--- src/design/fbs_defines.svh ---
/*
  Offsets, field positions, reset values and timing counts for the
  fieldbus slave configuration and status block.
  Assumes a 25 MHz system clock and an 8-bit AXI4-Lite byte address.
*/
`ifndef FBS_DEFINES_SVH
`define FBS_DEFINES_SVH

`define FBS_SW_W           8
`define FBS_ADDR_W         6
`define FBS_SIZE_W         10
`define FBS_AXI_AW         8
`define FBS_IRQ_W          4
`define FBS_BLINK_W        24

`define FBS_REG_IDENT      8'h00
`define FBS_REG_IN_SIZE    8'h04
`define FBS_REG_OUT_SIZE   8'h08
`define FBS_REG_MAP_IN     8'h0C
`define FBS_REG_MAP_OUT    8'h10
`define FBS_REG_LINK_STAT  8'h14
`define FBS_REG_IRQ_STAT   8'h18
`define FBS_REG_IRQ_MASK   8'h1C

`define FBS_ID_RATE_LSB    8
`define FBS_ID_BAD_BIT     10
`define FBS_LS_MS_LSB      4
`define FBS_LS_NETEN_BIT   8
`define FBS_LS_SIZEERR_BIT 9

`define FBS_IRQ_SWITCH     0
`define FBS_IRQ_SIZE       1
`define FBS_IRQ_LINK       2
`define FBS_IRQ_TMO        3

`define FBS_SW_RST         8'h3F
`define FBS_SIZE_RST       10'h020
`define FBS_SIZE_MAX       10'h100
`define FBS_MAP_BASE       16'h0200

`define FBS_RESP_OKAY      2'h0
`define FBS_RESP_SLVERR    2'h2

`define FBS_CLK_HZ         25000000
`define FBS_BLINK_HALF_MS  500
`define FBS_BLINK_HALF_CYC (`FBS_BLINK_HALF_MS * (`FBS_CLK_HZ / 1000))

`endif

--- src/design/fbs_pkg.sv ---
/*
  Types for the fieldbus slave configuration and status block.
  Assumes fbs_defines.svh on the include path.
*/
`include "fbs_defines.svh"

package fbs_pkg;

  typedef enum logic [1:0] {
    RATE_125K = 2'h0,
    RATE_250K = 2'h1,
    RATE_500K = 2'h2,
    RATE_BAD  = 2'h3
  } fbs_rate_type;

  // Gray order from dark through the error modes
  typedef enum logic [2:0] {
    LED_OFF         = 3'h0,
    LED_GREEN       = 3'h1,
    LED_GREEN_BLINK = 3'h3,
    LED_RED_BLINK   = 3'h2,
    LED_RED         = 3'h6
  } fbs_led_type;

  typedef struct packed {
    logic [`FBS_SW_W-1:0]    sync1;
    logic [`FBS_SW_W-1:0]    sync2;
    logic [`FBS_SW_W-1:0]    sync3;
    logic [`FBS_SW_W-1:0]    sw;
    logic [`FBS_SIZE_W-1:0]  in_size;
    logic [`FBS_SIZE_W-1:0]  out_size;
    logic [`FBS_BLINK_W-1:0] blink_cnt;
    logic                    blink;
    logic                    size_err;
    logic                    link_err_d;
    logic                    tmo_d;
    logic [`FBS_IRQ_W-1:0]   irq_stat;
    logic [`FBS_IRQ_W-1:0]   irq_mask;
    logic                    irq;
    logic                    ns_g;
    logic                    ns_r;
    logic                    ms_g;
    logic                    ms_r;
    logic                    net_en;
    logic                    aw_rdy;
    logic                    w_rdy;
    logic                    aw_hold;
    logic                    w_hold;
    logic [`FBS_AXI_AW-1:0]  aw_addr;
    logic [31:0]             w_data;
    logic [3:0]              w_strb;
    logic                    bvalid;
    logic [1:0]              bresp;
    logic                    ar_rdy;
    logic                    rvalid;
    logic [31:0]             rdata;
    logic [1:0]              rresp;
  } fbs_state_type;

endpackage

--- src/design/fbs_top.sv ---
/*
  Configuration-switch decoding, status indicators and AXI4-Lite register
  file of a fieldbus slave board.
  Assumes the switch pins are asynchronous and that the protocol engine
  status inputs come from logic on MCLK.
*/
`timescale 1ns/10ps
`default_nettype none

module fbs_top #(
  parameter int BLINK_HALF_CYC = `FBS_BLINK_HALF_CYC
) (
  input  wire logic                   MCLK,             // 25 MHz clock
  input  wire logic                   RST_B,            // Async reset
  input  wire logic                   RATE_SWITCH_HIGH, // Rate pos. one
  input  wire logic                   RATE_SWITCH_LOW,  // Rate pos. two
  input  wire logic [`FBS_ADDR_W-1:0] ADDRESS_SWITCH,   // Bit5 msb pos.
  input  wire logic                   COMM_POWER,       // Bus power ok
  input  wire logic                   DEV_POWER,        // Device power
  input  wire logic                   ONLINE,           // Node online
  input  wire logic                   CONNECTED,        // Connection up
  input  wire logic                   LINK_ERR,         // Link failure
  input  wire logic                   CONN_TMO,         // Conn timeout
  input  wire logic                   CRIT_ERR,         // Critical fault
  input  wire logic                   OTHER_ERR,        // Minor fault
  input  wire logic [`FBS_AXI_AW-1:0] AWADDR,           // Write address
  input  wire logic                   AWVALID,          // Addr valid
  output logic                        AWREADY,          // Addr ready
  input  wire logic [31:0]            WDATA,            // Write data
  input  wire logic [3:0]             WSTRB,            // Byte enables
  input  wire logic                   WVALID,           // Data valid
  output logic                        WREADY,           // Data ready
  output logic [1:0]                  BRESP,            // Write response
  output logic                        BVALID,           // Resp valid
  input  wire logic                   BREADY,           // Resp ready
  input  wire logic [`FBS_AXI_AW-1:0] ARADDR,           // Read address
  input  wire logic                   ARVALID,          // Addr valid
  output logic                        ARREADY,          // Addr ready
  output logic [31:0]                 RDATA,            // Read data
  output logic [1:0]                  RRESP,            // Read response
  output logic                        RVALID,           // Data valid
  input  wire logic                   RREADY,           // Data ready
  output logic [`FBS_ADDR_W-1:0]      NODE_ADDR,        // Node address
  output logic [1:0]                  RATE_SEL,         // Rate code
  output logic                        NET_ENABLE,       // May join bus
  output logic                        NS_GREEN,         // Network green
  output logic                        NS_RED,           // Network red
  output logic                        MS_GREEN,         // Module green
  output logic                        MS_RED,           // Module red
  output logic                        IRQ               // Interrupt
);

  fbs_pkg::fbs_state_type st;
  fbs_pkg::fbs_state_type nx;

  //////////////////////////////////////////////////////////////////////////
  // Helpers

  function automatic logic reg_hit(input logic [`FBS_AXI_AW-1:0] a);
    case (a)
      `FBS_REG_IDENT, `FBS_REG_IN_SIZE, `FBS_REG_OUT_SIZE,
      `FBS_REG_MAP_IN, `FBS_REG_MAP_OUT, `FBS_REG_LINK_STAT,
      `FBS_REG_IRQ_STAT, `FBS_REG_IRQ_MASK: reg_hit = 1'b1;
      default: reg_hit = 1'b0;
    endcase
  endfunction

  function automatic logic [`FBS_SIZE_W-1:0] size_merge(
    input logic [`FBS_SIZE_W-1:0] old,
    input logic [31:0]            d,
    input logic [3:0]             s
  );
    size_merge = old;
    if (s[0])
    begin
      size_merge[7:0] = d[7:0];
    end
    if (s[1])
    begin
      size_merge[`FBS_SIZE_W-1:8] = d[`FBS_SIZE_W-1:8];
    end
  endfunction

  // First and last host bit of a process image of the given byte count
  function automatic logic [31:0] map_word(
    input logic [`FBS_SIZE_W-1:0] size
  );
    logic [15:0] last;
    last = 16'(`FBS_MAP_BASE + {3'h0, size, 3'h0} - 16'h0001);
    map_word = {last, `FBS_MAP_BASE};
  endfunction

  function automatic fbs_pkg::fbs_led_type ns_mode(
    input logic pwr, input logic online, input logic conn,
    input logic lerr, input logic tmo, input logic bad
  );
    if (!pwr || !online || bad)
      ns_mode = fbs_pkg::LED_OFF;
    else if (lerr)
      ns_mode = fbs_pkg::LED_RED;
    else if (tmo)
      ns_mode = fbs_pkg::LED_RED_BLINK;
    else if (conn)
      ns_mode = fbs_pkg::LED_GREEN;
    else
      ns_mode = fbs_pkg::LED_GREEN_BLINK;
  endfunction

  function automatic fbs_pkg::fbs_led_type ms_mode(
    input logic pwr, input logic crit, input logic other,
    input logic bad, input logic serr
  );
    if (!pwr)
      ms_mode = fbs_pkg::LED_OFF;
    else if (crit)
      ms_mode = fbs_pkg::LED_RED;
    else if (bad || other)
      ms_mode = fbs_pkg::LED_RED_BLINK;
    else if (serr)
      ms_mode = fbs_pkg::LED_GREEN_BLINK;
    else
      ms_mode = fbs_pkg::LED_GREEN;
  endfunction

  // Returns {green, red}
  function automatic logic [1:0] led_drive(
    input fbs_pkg::fbs_led_type m, input logic ph
  );
    unique case (m)
      fbs_pkg::LED_OFF:         led_drive = 2'h0;
      fbs_pkg::LED_GREEN:       led_drive = 2'h2;
      fbs_pkg::LED_GREEN_BLINK: led_drive = {ph, 1'b0};
      fbs_pkg::LED_RED_BLINK:   led_drive = {1'b0, ph};
      fbs_pkg::LED_RED:         led_drive = 2'h1;
      default:                  led_drive = 2'h0;
    endcase
  endfunction

  //////////////////////////////////////////////////////////////////////////
  // Next state

  always_comb
  begin
    logic                  sw_chg;
    logic                  bad;
    logic                  serr;
    logic [`FBS_IRQ_W-1:0] ev;
    logic [`FBS_IRQ_W-1:0] clr;
    fbs_pkg::fbs_led_type  nsm;
    fbs_pkg::fbs_led_type  msm;
    sw_chg = 1'b0;
    bad    = 1'b0;
    serr   = 1'b0;
    nsm    = fbs_pkg::LED_OFF;
    msm    = fbs_pkg::LED_OFF;
    ev     = '0;
    clr    = '0;
    nx     = st;

    // Switch value is taken once the last two stages agree
    nx.sync1 = {RATE_SWITCH_HIGH, RATE_SWITCH_LOW, ADDRESS_SWITCH};
    nx.sync2 = st.sync1;
    nx.sync3 = st.sync2;
    if (st.sync2 == st.sync3)
    begin
      nx.sw  = st.sync3;
      sw_chg = (st.sync3 != st.sw);
    end

    // Common 1 Hz blink phase shared by both indicators
    if (st.blink_cnt == `FBS_BLINK_W'(BLINK_HALF_CYC - 1))
    begin
      nx.blink_cnt = '0;
      nx.blink     = ~st.blink;
    end
    else
    begin
      nx.blink_cnt = st.blink_cnt + `FBS_BLINK_W'(1);
    end

    bad  = (st.sw[7:6] == fbs_pkg::RATE_BAD);
    serr = (st.in_size > `FBS_SIZE_MAX) ||
           (st.out_size > `FBS_SIZE_MAX);
    nx.size_err   = serr;
    nx.link_err_d = LINK_ERR;
    nx.tmo_d      = CONN_TMO;
    nx.net_en     = !bad;

    nsm = ns_mode(COMM_POWER, ONLINE, CONNECTED, LINK_ERR, CONN_TMO, bad);
    msm = ms_mode(DEV_POWER, CRIT_ERR, OTHER_ERR, bad, serr);
    {nx.ns_g, nx.ns_r} = led_drive(nsm, st.blink);
    {nx.ms_g, nx.ms_r} = led_drive(msm, st.blink);

    ev[`FBS_IRQ_SWITCH] = sw_chg;
    ev[`FBS_IRQ_SIZE]   = serr && !st.size_err;
    ev[`FBS_IRQ_LINK]   = LINK_ERR && !st.link_err_d;
    ev[`FBS_IRQ_TMO]    = CONN_TMO && !st.tmo_d;

    // Write channel: address and data may arrive in either order
    if (AWVALID && st.aw_rdy)
    begin
      nx.aw_rdy  = 1'b0;
      nx.aw_hold = 1'b1;
      nx.aw_addr = AWADDR;
    end
    if (WVALID && st.w_rdy)
    begin
      nx.w_rdy  = 1'b0;
      nx.w_hold = 1'b1;
      nx.w_data = WDATA;
      nx.w_strb = WSTRB;
    end
    if (st.aw_hold && st.w_hold)
    begin
      nx.aw_hold = 1'b0;
      nx.w_hold  = 1'b0;
      nx.bvalid  = 1'b1;
      nx.bresp   = reg_hit(st.aw_addr) ? `FBS_RESP_OKAY : `FBS_RESP_SLVERR;
      case (st.aw_addr)
        `FBS_REG_IN_SIZE:
          nx.in_size = size_merge(st.in_size, st.w_data, st.w_strb);
        `FBS_REG_OUT_SIZE:
          nx.out_size = size_merge(st.out_size, st.w_data, st.w_strb);
        `FBS_REG_IRQ_STAT:
          clr = st.w_strb[0] ? st.w_data[`FBS_IRQ_W-1:0] : '0;
        `FBS_REG_IRQ_MASK:
          if (st.w_strb[0])
          begin
            nx.irq_mask = st.w_data[`FBS_IRQ_W-1:0];
          end
        default: ;
      endcase
    end
    if (st.bvalid && BREADY)
    begin
      nx.bvalid = 1'b0;
      nx.aw_rdy = 1'b1;
      nx.w_rdy  = 1'b1;
    end

    // A new event outweighs a clear in the same cycle
    nx.irq_stat = (st.irq_stat & ~clr) | ev;
    nx.irq      = |(nx.irq_stat & nx.irq_mask);

    // Read channel answers on the same edge that takes the address
    if (ARVALID && st.ar_rdy)
    begin
      nx.ar_rdy = 1'b0;
      nx.rvalid = 1'b1;
      nx.rdata  = '0;
      nx.rresp  = reg_hit(ARADDR) ? `FBS_RESP_OKAY : `FBS_RESP_SLVERR;
      case (ARADDR)
        `FBS_REG_IDENT:
        begin
          nx.rdata[`FBS_ADDR_W-1:0] = st.sw[5:0];
          nx.rdata[`FBS_ID_RATE_LSB+:2] = st.sw[7:6];
          nx.rdata[`FBS_ID_BAD_BIT] = bad;
        end
        `FBS_REG_IN_SIZE:   nx.rdata[`FBS_SIZE_W-1:0] = st.in_size;
        `FBS_REG_OUT_SIZE:  nx.rdata[`FBS_SIZE_W-1:0] = st.out_size;
        `FBS_REG_MAP_IN:    nx.rdata = map_word(st.in_size);
        `FBS_REG_MAP_OUT:   nx.rdata = map_word(st.out_size);
        `FBS_REG_LINK_STAT:
        begin
          nx.rdata[2:0] = nsm;
          nx.rdata[`FBS_LS_MS_LSB+:3] = msm;
          nx.rdata[`FBS_LS_NETEN_BIT] = st.net_en;
          nx.rdata[`FBS_LS_SIZEERR_BIT] = st.size_err;
        end
        `FBS_REG_IRQ_STAT:  nx.rdata[`FBS_IRQ_W-1:0] = st.irq_stat;
        `FBS_REG_IRQ_MASK:  nx.rdata[`FBS_IRQ_W-1:0] = st.irq_mask;
        default: ;
      endcase
    end
    if (st.rvalid && RREADY)
    begin
      nx.rvalid = 1'b0;
      nx.ar_rdy = 1'b1;
    end
  end

  //////////////////////////////////////////////////////////////////////////
  // State register

  always_ff @(posedge MCLK or negedge RST_B)
  begin
    if (!RST_B)
    begin
      st          <= '0;
      st.sync1    <= `FBS_SW_RST;
      st.sync2    <= `FBS_SW_RST;
      st.sync3    <= `FBS_SW_RST;
      st.sw       <= `FBS_SW_RST;
      st.in_size  <= `FBS_SIZE_RST;
      st.out_size <= `FBS_SIZE_RST;
      st.aw_rdy   <= 1'b1;
      st.w_rdy    <= 1'b1;
      st.ar_rdy   <= 1'b1;
    end
    else
    begin
      st <= nx;
    end
  end

  assign AWREADY    = st.aw_rdy;
  assign WREADY     = st.w_rdy;
  assign BVALID     = st.bvalid;
  assign BRESP      = st.bresp;
  assign ARREADY    = st.ar_rdy;
  assign RVALID     = st.rvalid;
  assign RDATA      = st.rdata;
  assign RRESP      = st.rresp;
  assign NODE_ADDR  = st.sw[5:0];
  assign RATE_SEL   = st.sw[7:6];
  assign NET_ENABLE = st.net_en;
  assign NS_GREEN   = st.ns_g;
  assign NS_RED     = st.ns_r;
  assign MS_GREEN   = st.ms_g;
  assign MS_RED     = st.ms_r;
  assign IRQ        = st.irq;
endmodule // fbs_top

`default_nettype wire
--- config.mk ---
export PLATFORM = sky130hd
export DESIGN_NAME = fbs_top
export DESIGN_NICKNAME = d
export VERILOG_FILES = /design/src/design/fbs_pkg.sv /design/src/design/fbs_top.sv
export VERILOG_INCLUDE_DIRS = /design/src /design/src/design
export SDC_FILE = /design/constraint.sdc
export NUM_CORES = 1
export LEC_CHECK = 0
export ABC_CLOCK_PERIOD_IN_PS = 2200
export BUFFER_PORTS_ARGS = -buffer_cell sky130_fd_sc_hd__buf_2
export CORE_UTILIZATION = 50
export CTS_CLUSTER_SIZE = 24
export DETAILED_ROUTE_END_ITERATION = 8
export GPL_TIMING_DRIVEN = 0
export PLACE_DENSITY_LB_ADDON = 0.1
export SETUP_SLACK_MARGIN = 0.02
export SLEW_MARGIN = 15
export SYNTH_ARGS = -nofsm -noshare
export SYNTH_HDL_FRONTEND = slang
export SYNTH_SLANG_ARGS = --single-unit
--- constraint.sdc ---
create_clock -name MCLK -period 2.2 [get_ports MCLK]
set_input_delay 0.44 -clock MCLK [delete_from_list [all_inputs] [get_ports MCLK]]
set_output_delay 0.44 -clock MCLK [all_outputs]
set_load 0.03 [all_outputs]
Word level (Yosys, flattened, before mapping)
Memory sizes are Yosys's and may differ from the RTL's.
Cells that the tools add are included.
Cells by class
  $add $sub $neg: 5
  order comparisons: 2
  equal/unequal tests: 23
  multiplexer cells: 42
  bitwise logic cells: 5
  reductions and logical operators: 34
Operators by type and width (number)
  $eq A8 B5 Y1 const B: 6
  $pmux W21 S2: 1
  $mux W36: 1
  $sub A14 B1 Y15 const B: 2
  $add A10 B13 Y14 const A: 2
  $add A24 B1 Y24 const B: 1
  $eq A24 B24 Y1 const B: 1
  $eq A8 B4 Y1 const B: 3
  $mux W24: 1
  $mux W4: 6
  $pmux W2 S4: 3
  $gt A10 B9 Y1 const B: 2
  $mux W2: 9
  $pmux W3 S6: 1
  $eq A8 B3 Y1 const B: 2
  $mux W3: 5
  $eq A3 B2 Y1 const B: 4
  $reduce_and A3 Y1: 4
  $reduce_bool A2 Y1: 6
  $mux W1: 11
  $pmux W2 S5: 1
  $logic_and A1 B1 Y1: 9
  $and A4 B4 Y4: 2
  $eq A8 B8 Y1: 1
  other kinds (16): 27
Word-level totals
  register bits: 157
  ROM bits: 64
  input port bits: 75
  output and inout port bits: 55
  word-level logic and storage cells: 147
  memories kept: 2
Memories
  (name not given): depth 32, width 1, rd ports 1, clocked after memory_dff 0, wr ports 0, line fbs_top.sv:60  | case (a)
  (name not given): depth 32, width 1, rd ports 1, clocked after memory_dff 0, wr ports 0, line fbs_top.sv:60

Logic depth before layout (Yosys ltp)
Gate-level depths: netlist of the first run.
  word-level depth: 9
  mapped depth: 6
  gate-level depth less buffers: 6

Least setup slack after synthesis of the first run
Ideal clock, no wire load.
  kind: flip-flop to flip-flop
  from: register st[76] in the netlist's numbering
  to: register st (netlist bit IRQ)
  library setup time: 0.126 ns
  data arrival time: 2.024 ns
  required time: 2.074 ns
  slack: 0.050 ns
  stages on the path, launching flop included: 6
  buffers on the path: 0
  period minus slack after synthesis: 2.150 ns
  cell sequence: dfrtp_1 or3_1 nor4_2 mux2_2 a22o_1 a221o_1
RTL lines
  from (decl): line fbs_top.sv:53  | fbs_pkg::fbs_state_type st;
  from (signal assigned): line fbs_top.sv:302  | st <= nx;

==> flow_results.xml, run 1 <==
<?xml version="1.0" encoding="UTF-8"?>
<metrics>
  <group name="critical_path">
    <metric name="regToRegStartpoint" unit="">st[80]</metric>
    <metric name="cpPeakStageDelay" unit="ps">420</metric>
    <metric name="timing.critical_path.fanout_max" unit="">3</metric>
    <metric name="cp_num_buf_inv" unit="">0</metric>
    <metric name="path_delay_family" unit="">simple AND/OR/NAND/NOR gates</metric>
    <metric name="critical_path_arrival" unit="ps">2470</metric>
    <metric name="critical-path-slowest-cell" unit="">sky130_fd_sc_hd__or3_4</metric>
    <metric name="critical_path.cell_chain" unit="">or3_4 &gt; nor4_4 &gt; mux2_4 &gt; a22o_1 &gt; a221o_1</metric>
    <metric name="critical_path.endpoint_type" unit="">register</metric>
    <metric name="timing.critical_path.required" unit="ps">2500</metric>
    <metric name="worstSetupStartpointType" unit="">register</metric>
    <metric name="crit_path_start" unit="">st[80]</metric>
    <metric name="timing.setup.critical_path_class" unit="">reg2reg</metric>
  </group>
  <group name="floorplanning">
    <metric name="die_h" unit="um">119</metric>
    <metric name="die_w" unit="um">119</metric>
    <metric name="top_level_ports" unit="">130</metric>
    <metric name="dieArea" unit="mm2">0.0142</metric>
    <metric name="floorplan.initialDensity" unit="%">51.7</metric>
    <metric name="core_area" unit="mm2">0.0133</metric>
    <metric name="placementRows" unit="">42</metric>
  </group>
  <group name="sta">
    <metric name="final_hold_viol_count" unit="">0</metric>
    <metric name="rsz_0062_raised_after_global_routing" unit="">yes</metric>
    <metric name="slew_viol_final" unit="">0</metric>
    <metric name="setup_ws" unit="ps">28.5</metric>
    <metric name="smallest_hold_slack" unit="ps">15.1</metric>
    <metric name="timing.clock.skew" unit="ps">7.30</metric>
    <metric name="max_slew.worst_pin.slew" unit="ps">768</metric>
    <metric name="final_min_period_over_clock_period" unit="%">98.7</metric>
    <metric name="min_period" unit="ps">2170</metric>
    <metric name="fin_tns_setup" unit="ps">0</metric>
    <metric name="report.final.setup_viol" unit="">0</metric>
    <metric name="clock.fmax" unit="MHz">461</metric>
    <metric name="timing.slew.headroom" unit="%">48.6</metric>
  </group>
  <group name="power_and_ir_drop">
    <metric name="irDropWorstVdd" unit="mV">0.525</metric>
    <metric name="power_density" unit="mW/mm2">914</metric>
    <metric name="power.total" unit="mW">7.55</metric>
    <metric name="p_leak" unit="nW">3.94</metric>
  </group>
  <group name="final_layout">
    <metric name="postLayoutCoreUtil" unit="%">62.2</metric>
    <metric name="n_fill_cell" unit="">1088</metric>
    <metric name="antenna_cells" unit="">0</metric>
    <metric name="finalNonFillerCells" unit="">923</metric>
    <metric name="postLayoutCellArea" unit="mm2">0.00827</metric>
    <metric name="syn2layout_area_growth" unit="%">20.4</metric>
    <metric name="nets" unit="">813</metric>
    <metric name="final_layout_size_suffix_gt1_share" unit="%">36.0</metric>
  </group>
  <group name="cts">
    <metric name="number_of_hold_repair_buffers_added_at_the_cts_stage" unit="">0</metric>
    <metric name="clockRootBuffer" unit="">sky130_fd_sc_hd__clkbuf_16</metric>
    <metric name="clk-insertion-delay-late" unit="ps">420</metric>
    <metric name="cts_buffers" unit="">17</metric>
    <metric name="cts_num_sinks" unit="">146</metric>
    <metric name="clk_pin_slew" unit="ps">60</metric>
    <metric name="cts-root-to-sink-buffers" unit="">2</metric>
    <metric name="htree_levels" unit="">4</metric>
    <metric name="cts_tree" unit="">built</metric>
  </group>
  <group name="placed_design">
    <metric name="dp_hpwl" unit="um">11000</metric>
    <metric name="gpl.final_weighted_congestion" unit="">0.850</metric>
    <metric name="placed_cell_area" unit="mm2">0.00763</metric>
    <metric name="portBuffers" unit="">95</metric>
    <metric name="placed_cells" unit="">886</metric>
    <metric name="place_ws" unit="ps">-248</metric>
  </group>
  <group name="grt">
    <metric name="grt_overflow" unit="">0</metric>
    <metric name="grt_usage" unit="%">22.6</metric>
    <metric name="grt_max_degree" unit="">88</metric>
    <metric name="grt_first_pass_wirelength" unit="um">24500</metric>
    <metric name="via_count_of_the_first_global_routing_pass" unit="">4804</metric>
    <metric name="antenna_found_initial" unit="">0</metric>
  </group>
  <group name="logic_synthesis">
    <metric name="synthAdderAreaFrac" unit="%">0.729</metric>
    <metric name="yosysTopAreaCell" unit="">sky130_fd_sc_hd__dfrtp_1</metric>
    <metric name="post_synth_main_area_contributors" unit="">sky130_fd_sc_hd__dfrtp_1, sky130_fd_sc_hd__dfstp_2, sky130_fd_sc_hd__mux2_2, sky130_fd_sc_hd__buf_4, sky130_fd_sc_hd__xnor2_1</metric>
    <metric name="synthesis.area_per_instance" unit="um2">11.3</metric>
    <metric name="yosys.area_share.xor_xnor" unit="%">6.76</metric>
    <metric name="async_flop_share" unit="%">100</metric>
    <metric name="synth_sequential_area_ratio" unit="%">53.7</metric>
    <metric name="combinational_family_with_the_most_area_after_synthesis" unit="">simple AND/OR/NAND/NOR gates</metric>
    <metric name="synth.distinct_cells" unit="">51</metric>
    <metric name="post_synthesis_mux_area_share" unit="%">10.5</metric>
    <metric name="yosys_reg_bits" unit="">146</metric>
    <metric name="post_synth_inst_count" unit="">606</metric>
    <metric name="post-synth-top-count-cell" unit="">sky130_fd_sc_hd__dfrtp_1</metric>
    <metric name="dominantRegCellSynth" unit="">sky130_fd_sc_hd__dfrtp_1</metric>
    <metric name="yosys_warnings" unit="">0</metric>
    <metric name="synth_common_cells" unit="">sky130_fd_sc_hd__dfrtp_1, sky130_fd_sc_hd__mux2_2, sky130_fd_sc_hd__nand2_1</metric>
    <metric name="mappedNetlistArea" unit="mm2">0.00687</metric>
    <metric name="synth_compound_gate_area_share" unit="%">8.49</metric>
    <metric name="synth_enable_flop_cells" unit="">0</metric>
    <metric name="post_synth_and_or_nand_nor_area_fraction" unit="%">13.1</metric>
    <metric name="synth_largest_type_area_fraction" unit="%">42.6</metric>
  </group>
  <group name="detailed_routing">
    <metric name="wire_per_inst" unit="um">16.1</metric>
    <metric name="routed-via-count" unit="">4835</metric>
    <metric name="drtIter0Drc" unit="">281</metric>
    <metric name="dr.pass1.iters" unit="">4</metric>
    <metric name="drc" unit="">0</metric>
    <metric name="antenna_violating_nets_post_route" unit="">0</metric>
    <metric name="avgViaCountPerCell" unit="">5.24</metric>
    <metric name="total_wire_length" unit="um">14900</metric>
  </group>
  <group name="worst_hold_path">
    <metric name="hold_class" unit="">in2async</metric>
  </group>
  <group name="job">
    <metric name="max_cap_viol_count" unit="">0</metric>
  </group>
  <group name="outcome">
    <metric name="status" unit="">finished, final reports clean</metric>
  </group>
</metrics>
[metal layers]
| metal | up-vias | global-route usage (%) | share of wire [%] |
|---|---|---|---|
| li1 | 2346 | - | - |
| met4 | 0 | 10.0 | 2.5 |
| met1 | 2328 | 30.6 | 47 |
| met3 | 28 | 4.98 | 4.7 |
| met5 | - | 0 | 0 |
| met2 | 133 | 35.0 | 46 |
[path summary, 6_finish.rpt]
path                       cells past startpoint      end  slack (ps)
max                                            5      IRQ          30
min in group MCLK                              1  nx[167]         110
min reg2reg                                    0  nx[164]         350
min                                            1  nx[164]          20
max in group asynchronous                      2  nx[157]        1440
max reg2reg                                    5      IRQ          30
[final cells by class]
type                       count  area (um2)  share of cell area [%]
inverter                      21        78.8                   0.953
tap                          176         220                    2.66
clock inverter                 6        57.6                   0.696
sequential                   146        3690                    44.6
timing repair buffer         102         558                    6.75
clock buffer                  26         489                    5.92
buffer                        55         374                    4.52
multi-input combinational    391        2800                    33.9
[flip-flops by register name (all words and copies together), names as in the netlist, 2 cells and up]
name and count:
st 86, RDATA 23, nx 16, NODE_ADDR 6, RATE_SEL 2
[cell usage in the layout (no fill, tap or decap), types with 3 or more instances in the layout]
master and instances:
sky130_fd_sc_hd__conb_1 9, sky130_fd_sc_hd__mux2_2 50, sky130_fd_sc_hd__dfstp_2 29, sky130_fd_sc_hd__clkinv_2 4
sky130_fd_sc_hd__a21oi_1 10, sky130_fd_sc_hd__clkbuf_1 12, sky130_fd_sc_hd__o21ai_0 25, sky130_fd_sc_hd__buf_1 3
sky130_fd_sc_hd__a221oi_1 6, sky130_fd_sc_hd__nor4b_1 3, sky130_fd_sc_hd__dfrtp_1 117, sky130_fd_sc_hd__a22oi_1 10
sky130_fd_sc_hd__and3_1 6, sky130_fd_sc_hd__mux2_4 4, sky130_fd_sc_hd__clkbuf_8 3, sky130_fd_sc_hd__o22ai_1 4
sky130_fd_sc_hd__nor4_1 6, sky130_fd_sc_hd__nand3_1 15, sky130_fd_sc_hd__xnor2_1 27, sky130_fd_sc_hd__nor2_1 44
sky130_fd_sc_hd__nor4_4 4, sky130_fd_sc_hd__buf_2 96, sky130_fd_sc_hd__ha_1 4, sky130_fd_sc_hd__a22o_1 4
sky130_fd_sc_hd__nand2b_1 4, sky130_fd_sc_hd__mux2i_1 11, sky130_fd_sc_hd__nor3_1 14, sky130_fd_sc_hd__xor2_1 26
sky130_fd_sc_hd__inv_1 21, sky130_fd_sc_hd__a31oi_1 3, sky130_fd_sc_hd__nand3b_1 3, sky130_fd_sc_hd__clkbuf_16 17
sky130_fd_sc_hd__nand4_1 14, sky130_fd_sc_hd__nand2_1 50, sky130_fd_sc_hd__nor2b_1 4, sky130_fd_sc_hd__buf_4 50
sky130_fd_sc_hd__or2_2 3, sky130_fd_sc_hd__and4_1 3
[logic make-up (layout without fill, tap and decap cells)]
logic type / count (synthesis) / in the layout
AND/OR/NAND/NOR: 178 / 178
flip-flops: 146 / 146
AO/OA/AOI/OAI: 82 / 82
buffers and inverters: 77 / 210
multiplexers: 65 / 65
XOR/XNOR: 53 / 53
adder cells (fa/ha/maj): 4 / 4
other: 1 / 9
[what timing repair did]
item,CTS,global route
buffers inserted,2,4
setup endpoints to repair,12,5
pin swaps,2,6
gates resized for setup,4,5
[power breakdown]
group          internal (mW)  total, mW  switching [mW]
Combinational          0.682       1.46           0.779
Sequential              3.10       3.43           0.336
Clock                   1.63       2.66            1.02
No activity file was read; power rests on OpenSTA's default activity.
==> run 2: changes to the inputs <==
--- a/config.mk
+++ b/config.mk
@@ -7,10 +7,11 @@
 export NUM_CORES = 1
 export LEC_CHECK = 0
 export ABC_CLOCK_PERIOD_IN_PS = 2200
-export BUFFER_PORTS_ARGS = -buffer_cell sky130_fd_sc_hd__buf_2
-export CORE_UTILIZATION = 50
+export CORE_MARGIN = 2
+export CORE_UTILIZATION = 57
 export CTS_CLUSTER_SIZE = 24
 export DETAILED_ROUTE_END_ITERATION = 8
+export DONT_BUFFER_PORTS = 1
 export GPL_TIMING_DRIVEN = 0
 export PLACE_DENSITY_LB_ADDON = 0.1
 export SETUP_SLACK_MARGIN = 0.02
==> run 2 against run 1 <==
Against the previous run:
- the run now ends with hold timing left
- die area shrank 8.9%
- largest cell class unchanged
- largest power group unchanged
- highest routed layer unchanged
- via count shrank 5.7%
- sequential cell count is the same
- clock power grew 17%
- wire length shrank 4.0%
- hold slack lost 300 ps
- critical endpoint unchanged
- setup slack gained 13 ps
- combinational power shrank 18%
- first-iteration DRC count shrank 11%
==> flow_results.xml, run 2 (synthesis results as in run 1) <==
<?xml version="1.0" encoding="UTF-8"?>
<metrics>
  <group name="outcome">
    <metric name="status" unit="">finished, violations left</metric>
    <metric name="failing_checks" unit="">hold timing</metric>
  </group>
  <group name="placed_design">
    <metric name="portBuffers" unit="">0</metric>
    <metric name="placed_cells" unit="">761</metric>
    <metric name="dp_hpwl" unit="um">10300</metric>
    <metric name="gpl.final_weighted_congestion" unit="">0.921</metric>
  </group>
  <group name="sta">
    <metric name="min_period" unit="ps">2160</metric>
    <metric name="final_min_period_over_clock_period" unit="%">98.1</metric>
    <metric name="timing.clock.skew" unit="ps">4.98</metric>
    <metric name="final_hold_viol_count" unit="">146</metric>
    <metric name="rsz_0062_raised_after_global_routing" unit="">yes</metric>
    <metric name="smallest_hold_slack" unit="ps">-289</metric>
    <metric name="slew_viol_final" unit="">0</metric>
    <metric name="timing.slew.headroom" unit="%">45.7</metric>
    <metric name="report.final.setup_viol" unit="">0</metric>
    <metric name="clock.fmax" unit="MHz">463</metric>
    <metric name="max_slew.worst_pin.slew" unit="ps">803</metric>
  </group>
  <group name="critical_path">
    <metric name="regToRegStartpoint" unit="">st[75]</metric>
    <metric name="ff2ff_path_depth" unit="">5</metric>
    <metric name="r2r-end" unit="">IRQ</metric>
    <metric name="critical_path.cell_chain" unit="">or3_4 &gt; nor4_4 &gt; mux2_4 &gt; a22o_1 &gt; a221o_1</metric>
    <metric name="critical-path-slowest-cell" unit="">sky130_fd_sc_hd__or3_4</metric>
    <metric name="worstSetupPathDepth" unit="">5</metric>
    <metric name="timing.critical_path.required" unit="ps">2500</metric>
    <metric name="critical_path_arrival" unit="ps">2460</metric>
    <metric name="cpPeakStageDelay" unit="ps">430</metric>
    <metric name="worstSetupStartpointType" unit="">register</metric>
    <metric name="timing.critical_path.fanout_max" unit="">4</metric>
    <metric name="cp_num_buf_inv" unit="">0</metric>
    <metric name="path_delay_family" unit="">simple AND/OR/NAND/NOR gates</metric>
    <metric name="critical_path.endpoint_type" unit="">register</metric>
    <metric name="setup.reg_to_reg.worst_slack" unit="ps">40</metric>
    <metric name="timing.setup.critical_path_class" unit="">reg2reg</metric>
  </group>
  <group name="final_layout">
    <metric name="antenna_cells" unit="">0</metric>
    <metric name="nets" unit="">720</metric>
    <metric name="postLayoutCoreUtil" unit="%">66.2</metric>
    <metric name="number_of_flip_flops_in_the_largest_register" unit="">86</metric>
    <metric name="most_frequent_standard_cell_in_the_layout_excluding_fill_and_tap_cells" unit="">sky130_fd_sc_hd__dfrtp_1</metric>
    <metric name="final_layout_size_suffix_gt1_share" unit="%">26.9</metric>
    <metric name="syn2layout_area_growth" unit="%">14.3</metric>
    <metric name="top_register" unit="">st</metric>
    <metric name="finalNonFillerCells" unit="">801</metric>
    <metric name="commonest_non_fill_non_tap_cells_in_the_layout" unit="">sky130_fd_sc_hd__dfrtp_1, sky130_fd_sc_hd__nand2_1, sky130_fd_sc_hd__mux2_2</metric>
  </group>
  <group name="floorplanning">
    <metric name="dieArea" unit="mm2">0.0129</metric>
    <metric name="floorplan.initialDensity" unit="%">57.9</metric>
    <metric name="die_h" unit="um">114</metric>
    <metric name="placementRows" unit="">40</metric>
    <metric name="top_level_ports" unit="">130</metric>
    <metric name="die_w" unit="um">114</metric>
    <metric name="core_area" unit="mm2">0.0119</metric>
  </group>
  <group name="grt">
    <metric name="grt_overflow" unit="">0</metric>
    <metric name="via_count_of_the_first_global_routing_pass" unit="">4648</metric>
    <metric name="grt_first_pass_wirelength" unit="um">23500</metric>
    <metric name="grt_usage" unit="%">23.5</metric>
    <metric name="antenna_found_initial" unit="">0</metric>
    <metric name="grt_max_degree" unit="">147</metric>
  </group>
  <group name="detailed_routing">
    <metric name="dr.pass1.iters" unit="">5</metric>
    <metric name="drtIter0Drc" unit="">250</metric>
    <metric name="routed-via-count" unit="">4560</metric>
    <metric name="wire_per_inst" unit="um">17.9</metric>
    <metric name="total_wire_length" unit="um">14300</metric>
    <metric name="drc" unit="">0</metric>
    <metric name="avgViaCountPerCell" unit="">5.69</metric>
    <metric name="antenna_violating_nets_post_route" unit="">0</metric>
  </group>
  <group name="cts">
    <metric name="htree_levels" unit="">4</metric>
    <metric name="cts_tree" unit="">built</metric>
    <metric name="cts-root-to-sink-buffers" unit="">2</metric>
    <metric name="clk_pin_slew" unit="ps">60</metric>
    <metric name="clk-insertion-delay-late" unit="ps">420</metric>
    <metric name="cts_num_sinks" unit="">146</metric>
    <metric name="number_of_hold_repair_buffers_added_at_the_cts_stage" unit="">6</metric>
    <metric name="cts_buffers" unit="">17</metric>
    <metric name="clockRootBuffer" unit="">sky130_fd_sc_hd__clkbuf_16</metric>
  </group>
  <group name="power_and_ir_drop">
    <metric name="share_clk_of_total_power" unit="%">40.0</metric>
    <metric name="power.sequential.fraction" unit="%">44.7</metric>
    <metric name="cellInternalPower" unit="mW">5.70</metric>
    <metric name="irDropWorstVdd" unit="mV">0.766</metric>
    <metric name="p_leak" unit="nW">3.54</metric>
    <metric name="netSwitchingFraction" unit="%">26.8</metric>
    <metric name="power_density" unit="mW/mm2">991</metric>
    <metric name="share_comb_of_total_power" unit="%">15.3</metric>
    <metric name="p_switching" unit="mW">2.09</metric>
  </group>
  <group name="worst_hold_path">
    <metric name="hold_class" unit="">in2async</metric>
  </group>
  <group name="job">
    <metric name="max_cap_viol_count" unit="">0</metric>
  </group>
</metrics>
[run 2: changes by cell type in the layout (fill, tap and decap cells not counted), moves of 2 or more]
cell                            delta
sky130_fd_sc_hd__buf_2            -94
sky130_fd_sc_hd__buf_4             -3
sky130_fd_sc_hd__bufinv_16         +3
sky130_fd_sc_hd__clkbuf_1          -5
sky130_fd_sc_hd__clkbuf_8          +2
sky130_fd_sc_hd__dlygate4sd3_1     +6
[run 2: cell type report]
type	instances	area, um2
Clock buffer	23	498
Multi-Input combinational cell	391	2800
Tap cell	147	184
Inverter	21	78.8
Timing Repair Buffer	9	82.6
Clock inverter	9	150
Fill cell	925	4010
Sequential cell	146	3690
Buffer	55	374
[run 2: repair_timing]
action / CTS / global route
endpoints found under the hold margin: 152 / 146
endpoints found under the setup margin: 12 / 2
setup buffers: 1 / 2
pin swaps: 2 / 4
gates resized for setup: 4 / 5
[run 2: worst max-delay path by stage]
| stage | from | to | slack [ps] |
|---|---|---|---|
| finish | st[75] | IRQ | 40 |
| global route | st[75] | IRQ | -40 |
| CTS | st[81] | IRQ | 30 |
| detailed placement | st[76] | IRQ | -190 |
| global placement | st[76] | IRQ | -170 |
| floorplan | st[76] | IRQ | 50 |
[run 2: worst register-to-register path, delay by kind of cell (launching register included)]
| family | cells | cell delay, ps |
|---|---|---|
| multiplexers | 1 | 350 |
| AND/OR/NAND/NOR | 2 | 850 |
| flip-flops | 1 | 370 |
| AO/OA/AOI/OAI | 2 | 470 |
[run 2: power by group through the flow]
stage | combinational [mW] | clock (mW) | sequential, mW
2_1_floorplan | 1.04 | 0 | 3.40
3_3_place_gp | 1.11 | 0 | 3.50
3_5_place_dp | 1.14 | 0 | 3.52
4_1_cts | 1.19 | 3.16 | 3.48
5_1_grt | 1.28 | 3.29 | 3.54
6_report | 1.19 | 3.11 | 3.48
[run 2: through the flow]
| step | total power, mW | cell area [um2] | setup WS, ps | setup TNS, ps | hold slack [ps] |
|---|---|---|---|---|---|
| 4_1_cts | 7.83 | 7830 | 27.3 | 0 | -301 |
| 5_1_grt | 8.11 | 7850 | -41.9 | -41.9 | -307 |
| 3_5_place_dp | 4.67 | 7080 | -185 | -233 | 150 |
| 3_3_place_gp | 4.61 | 7080 | -170 | -212 | 149 |
| 2_1_floorplan | 4.43 | 6900 | 49.7 | 0 | 144 |
| 6_report | 7.78 | 7850 | 41.3 | 0 | -289 |
[run 2: per-layer routing]
layer / global-route usage (%) / wire length (um) / vias up
li1: - / - / 2158
met1: 30.6 / 6120 / 2226
met2: 37.1 / 6810 / 150
met3: 6.96 / 1050 / 26
met4: 9.76 / 325 / 0
met5: 0 / 0 / -
==> run 3: changes to the inputs <==
--- a/config.mk
+++ b/config.mk
@@ -6,9 +6,10 @@
 export SDC_FILE = /design/constraint.sdc
 export NUM_CORES = 1
 export LEC_CHECK = 0
+export ABC_AREA = 1
 export ABC_CLOCK_PERIOD_IN_PS = 2200
 export CORE_MARGIN = 2
-export CORE_UTILIZATION = 57
+export CORE_UTILIZATION = 58
 export CTS_CLUSTER_SIZE = 24
 export DETAILED_ROUTE_END_ITERATION = 8
 export DONT_BUFFER_PORTS = 1
==> constraint.sdc (replaced) <==
create_clock -name MCLK -period 2.2 [get_ports MCLK]
set_input_delay 0.11 -clock MCLK [delete_from_list [all_inputs] [get_ports MCLK]]
set_output_delay 0.11 -clock MCLK [all_outputs]
set_load 0.03 [all_outputs]
==> run 3 against run 2 <==
Against the previous run:
- the flow still finishes with violations (hold timing)
- synthesized cell count up 55%
- first-iteration DRC count rose by 87%
- non-clock buffer count is 37 higher
- via count grew 34%
- global-route usage grew 2.9 points
- final cell count increased by 49%
- synthesized area increased by 8.7%
- sequential share of layout area down 4.8 points
- setup slack gained 110 ps
- clock skew rose by 0.84 ps
- combinational power is 85% higher
- clock power is 10% lower
==> flow_results.xml, run 3 <==
<?xml version="1.0" encoding="UTF-8"?>
<metrics>
  <group name="outcome">
    <metric name="status" unit="">finished, violations left</metric>
    <metric name="failing_checks" unit="">hold timing</metric>
  </group>
  <group name="logic_synthesis">
    <metric name="synthAdderAreaFrac" unit="%">0.670</metric>
    <metric name="combinational_family_with_the_most_area_after_synthesis" unit="">simple AND/OR/NAND/NOR gates</metric>
    <metric name="synthesis.area_per_instance" unit="um2">7.97</metric>
    <metric name="post-synth-top-count-cell" unit="">sky130_fd_sc_hd__nand2_1</metric>
    <metric name="yosys.area_share.xor_xnor" unit="%">2.23</metric>
    <metric name="post_synth_and_or_nand_nor_area_fraction" unit="%">28.3</metric>
    <metric name="yosys_reg_bits" unit="">146</metric>
    <metric name="synth.distinct_cells" unit="">39</metric>
    <metric name="dominantRegCellSynth" unit="">sky130_fd_sc_hd__dfrtp_1</metric>
    <metric name="yosysTopAreaCell" unit="">sky130_fd_sc_hd__dfrtp_1</metric>
    <metric name="synth_largest_type_area_fraction" unit="%">39.2</metric>
    <metric name="synth_common_cells" unit="">sky130_fd_sc_hd__nand2_1, sky130_fd_sc_hd__inv_1, sky130_fd_sc_hd__dfrtp_1</metric>
    <metric name="yosys_warnings" unit="">0</metric>
    <metric name="synth_enable_flop_cells" unit="">0</metric>
    <metric name="post_synthesis_mux_area_share" unit="%">0</metric>
    <metric name="synth_sequential_area_ratio" unit="%">49.4</metric>
    <metric name="post_synth_main_area_contributors" unit="">sky130_fd_sc_hd__dfrtp_1, sky130_fd_sc_hd__nand2_1, sky130_fd_sc_hd__dfstp_2, sky130_fd_sc_hd__inv_1, sky130_fd_sc_hd__nor2_1</metric>
    <metric name="async_flop_share" unit="%">100</metric>
    <metric name="mappedNetlistArea" unit="mm2">0.00747</metric>
    <metric name="post_synth_inst_count" unit="">937</metric>
    <metric name="synth_compound_gate_area_share" unit="%">7.37</metric>
  </group>
  <group name="grt">
    <metric name="grt_max_degree" unit="">147</metric>
    <metric name="grt_first_pass_wirelength" unit="um">29100</metric>
    <metric name="grt_overflow" unit="">0</metric>
    <metric name="via_count_of_the_first_global_routing_pass" unit="">5985</metric>
    <metric name="grt_usage" unit="%">26.4</metric>
    <metric name="antenna_found_initial" unit="">0</metric>
  </group>
  <group name="critical_path">
    <metric name="critical_path.cell_chain" unit="">nand2_2 &gt; nand2_1 &gt; nand3_1 &gt; dlygate4sd3_1 &gt; nand2_1 &gt; dlygate4sd3_1</metric>
    <metric name="path_delay_family" unit="">buffers and inverters</metric>
    <metric name="timing.critical_path.fanout_max" unit="">5</metric>
    <metric name="cpPeakStageDelay" unit="ps">570</metric>
    <metric name="critical_path.endpoint_type" unit="">register</metric>
    <metric name="worstSetupStartpointType" unit="">register</metric>
    <metric name="setup.reg_to_reg.worst_slack" unit="ps">150</metric>
    <metric name="ff2ff_path_depth" unit="">6</metric>
    <metric name="worstSetupPathDepth" unit="">6</metric>
    <metric name="critical-path-slowest-cell" unit="">sky130_fd_sc_hd__dlygate4sd3_1</metric>
    <metric name="timing.setup.critical_path_class" unit="">reg2reg</metric>
    <metric name="critical_path_arrival" unit="ps">2350</metric>
    <metric name="cp_num_buf_inv" unit="">2</metric>
    <metric name="timing.critical_path.required" unit="ps">2500</metric>
  </group>
  <group name="detailed_routing">
    <metric name="total_wire_length" unit="um">17100</metric>
    <metric name="drtIter0Drc" unit="">467</metric>
    <metric name="avgViaCountPerCell" unit="">5.12</metric>
    <metric name="routed-via-count" unit="">6121</metric>
    <metric name="wire_per_inst" unit="um">14.3</metric>
    <metric name="antenna_violating_nets_post_route" unit="">0</metric>
    <metric name="dr.pass1.iters" unit="">5</metric>
    <metric name="drc" unit="">0</metric>
  </group>
  <group name="sta">
    <metric name="report.final.setup_viol" unit="">0</metric>
    <metric name="slew_viol_final" unit="">0</metric>
    <metric name="timing.clock.skew" unit="ps">5.82</metric>
    <metric name="timing.slew.headroom" unit="%">63.0</metric>
    <metric name="final_min_period_over_clock_period" unit="%">93.0</metric>
    <metric name="min_period" unit="ps">2050</metric>
    <metric name="rsz_0062_raised_after_global_routing" unit="">no</metric>
    <metric name="clock.fmax" unit="MHz">489</metric>
    <metric name="fin_tns_setup" unit="ps">0</metric>
    <metric name="smallest_hold_slack" unit="ps">-619</metric>
    <metric name="final_hold_viol_count" unit="">146</metric>
    <metric name="max_slew.worst_pin.slew" unit="ps">555</metric>
  </group>
  <group name="job">
    <metric name="max_cap_viol_count" unit="">0</metric>
  </group>
  <group name="final_layout">
    <metric name="antenna_cells" unit="">0</metric>
    <metric name="top_register" unit="">st</metric>
    <metric name="number_of_flip_flops_in_the_largest_register" unit="">86</metric>
    <metric name="nets" unit="">1089</metric>
    <metric name="final_layout_size_suffix_gt1_share" unit="%">14.9</metric>
    <metric name="most_frequent_standard_cell_in_the_layout_excluding_fill_and_tap_cells" unit="">sky130_fd_sc_hd__nand2_1</metric>
    <metric name="postLayoutCoreUtil" unit="%">69.3</metric>
    <metric name="commonest_non_fill_non_tap_cells_in_the_layout" unit="">sky130_fd_sc_hd__nand2_1, sky130_fd_sc_hd__inv_1, sky130_fd_sc_hd__dfrtp_1</metric>
    <metric name="syn2layout_area_growth" unit="%">17.2</metric>
  </group>
  <group name="cts">
    <metric name="clockRootBuffer" unit="">sky130_fd_sc_hd__clkbuf_16</metric>
    <metric name="clk_pin_slew" unit="ps">60</metric>
    <metric name="cts_num_sinks" unit="">146</metric>
    <metric name="htree_levels" unit="">4</metric>
    <metric name="clk-insertion-delay-late" unit="ps">430</metric>
    <metric name="cts-root-to-sink-buffers" unit="">2</metric>
    <metric name="post-cts-setup-buffer-count" unit="">0</metric>
    <metric name="cts_buffers" unit="">17</metric>
    <metric name="cts_tree" unit="">built</metric>
    <metric name="number_of_hold_repair_buffers_added_at_the_cts_stage" unit="">46</metric>
  </group>
  <group name="placed_design">
    <metric name="gpl.final_weighted_congestion" unit="">0.920</metric>
    <metric name="portBuffers" unit="">0</metric>
    <metric name="dp_hpwl" unit="um">11900</metric>
  </group>
  <group name="floorplanning">
    <metric name="core_area" unit="mm2">0.0126</metric>
    <metric name="placementRows" unit="">41</metric>
    <metric name="dieArea" unit="mm2">0.0138</metric>
    <metric name="floorplan.initialDensity" unit="%">59.2</metric>
    <metric name="die_h" unit="um">117</metric>
    <metric name="die_w" unit="um">117</metric>
    <metric name="top_level_ports" unit="">130</metric>
  </group>
  <group name="power_and_ir_drop">
    <metric name="irDropWorstVdd" unit="mV">0.805</metric>
    <metric name="power_density" unit="mW/mm2">998</metric>
    <metric name="p_leak" unit="nW">4.43</metric>
  </group>
  <group name="worst_hold_path">
    <metric name="hold_class" unit="">in2async</metric>
  </group>
</metrics>
-- run 3: cell count changes in the layout (fill, tap and decap cells not counted), sizes merged, moves of 18 or more --
cell         before  now
nor2             44   98
xor2             26    8
o21ai            25   75
mux2             54    0
nand2            50  280
inv              21  134
dlygate4sd3       6   46
nand3            15   57
-- run 3: timing repair --
action	in CTS	in global routing
endpoints found under the setup margin	0	1
endpoints found under the hold margin	190	146
resized for setup	0	1
-- run 3: layout make-up --
cell class                 instances  area (um2)
fill                            1070        3870
clock inverter                    11         103
tap                              172         215
inverter                         133         507
multi-input combinational        611        2910
timing repair buffer              46         460
buffer                            55         390
sequential                       146        3690
clock buffer                      21         470
-- run 3: report_power, final --
part | internal (mW) | switching, mW
Sequential | 3.25 | 0.487
Combinational | 0.779 | 1.42
Clock | 1.65 | 1.14
-- run 3: worst reg2reg max path, stage by stage (launching register included) --
cell                            delay, ps
sky130_fd_sc_hd__dfrtp_1              460
sky130_fd_sc_hd__nand2_2              140
sky130_fd_sc_hd__nand2_1               90
sky130_fd_sc_hd__nand3_1               70
sky130_fd_sc_hd__dlygate4sd3_1        550
sky130_fd_sc_hd__nand2_1               50
sky130_fd_sc_hd__dlygate4sd3_1        570
-- run 3: metrics by stage --
step	cell area [um2]	cells	setup WS, ps	total power [mW]
after CTS	8750	1195	140	8.75
after global routing	8750	1195	56.1	9.21
after detailed placement	7710	1117	260	5.86
after global placement	7710	1117	283	5.81
after floorplan	7500	945	696	5.43
final	8750	1195	153	8.73
-- run 3: layer usage --
metal	share of wire (%)	global-route usage [%]	vias to the layer above
li1	-	-	3045
met1	46	35.7	2854
met2	47	42.5	195
met3	5.8	6.44	27
met4	1.9	8.06	0
met5	0	0	-
-- run 3: final timing paths --
path,from,endpoint
max,RATE_SEL[0],MS_RED
min,RST_B,st[84]
max reg2reg,RATE_SEL[0],MS_RED
min reg2reg,nx[172],nx[164]
max in group asynchronous,RST_B,nx[169]
min in group MCLK,ARADDR[2],RDATA[1]
-- run 3: cells by family after synthesis --
family                   Yosys count
adder cells (fa/ha/maj)            4
other                              1
buffers and inverters            188
flip-flops                       146
XOR/XNOR                          19
AND/OR/NAND/NOR                  478
AO/OA/AOI/OAI                    101
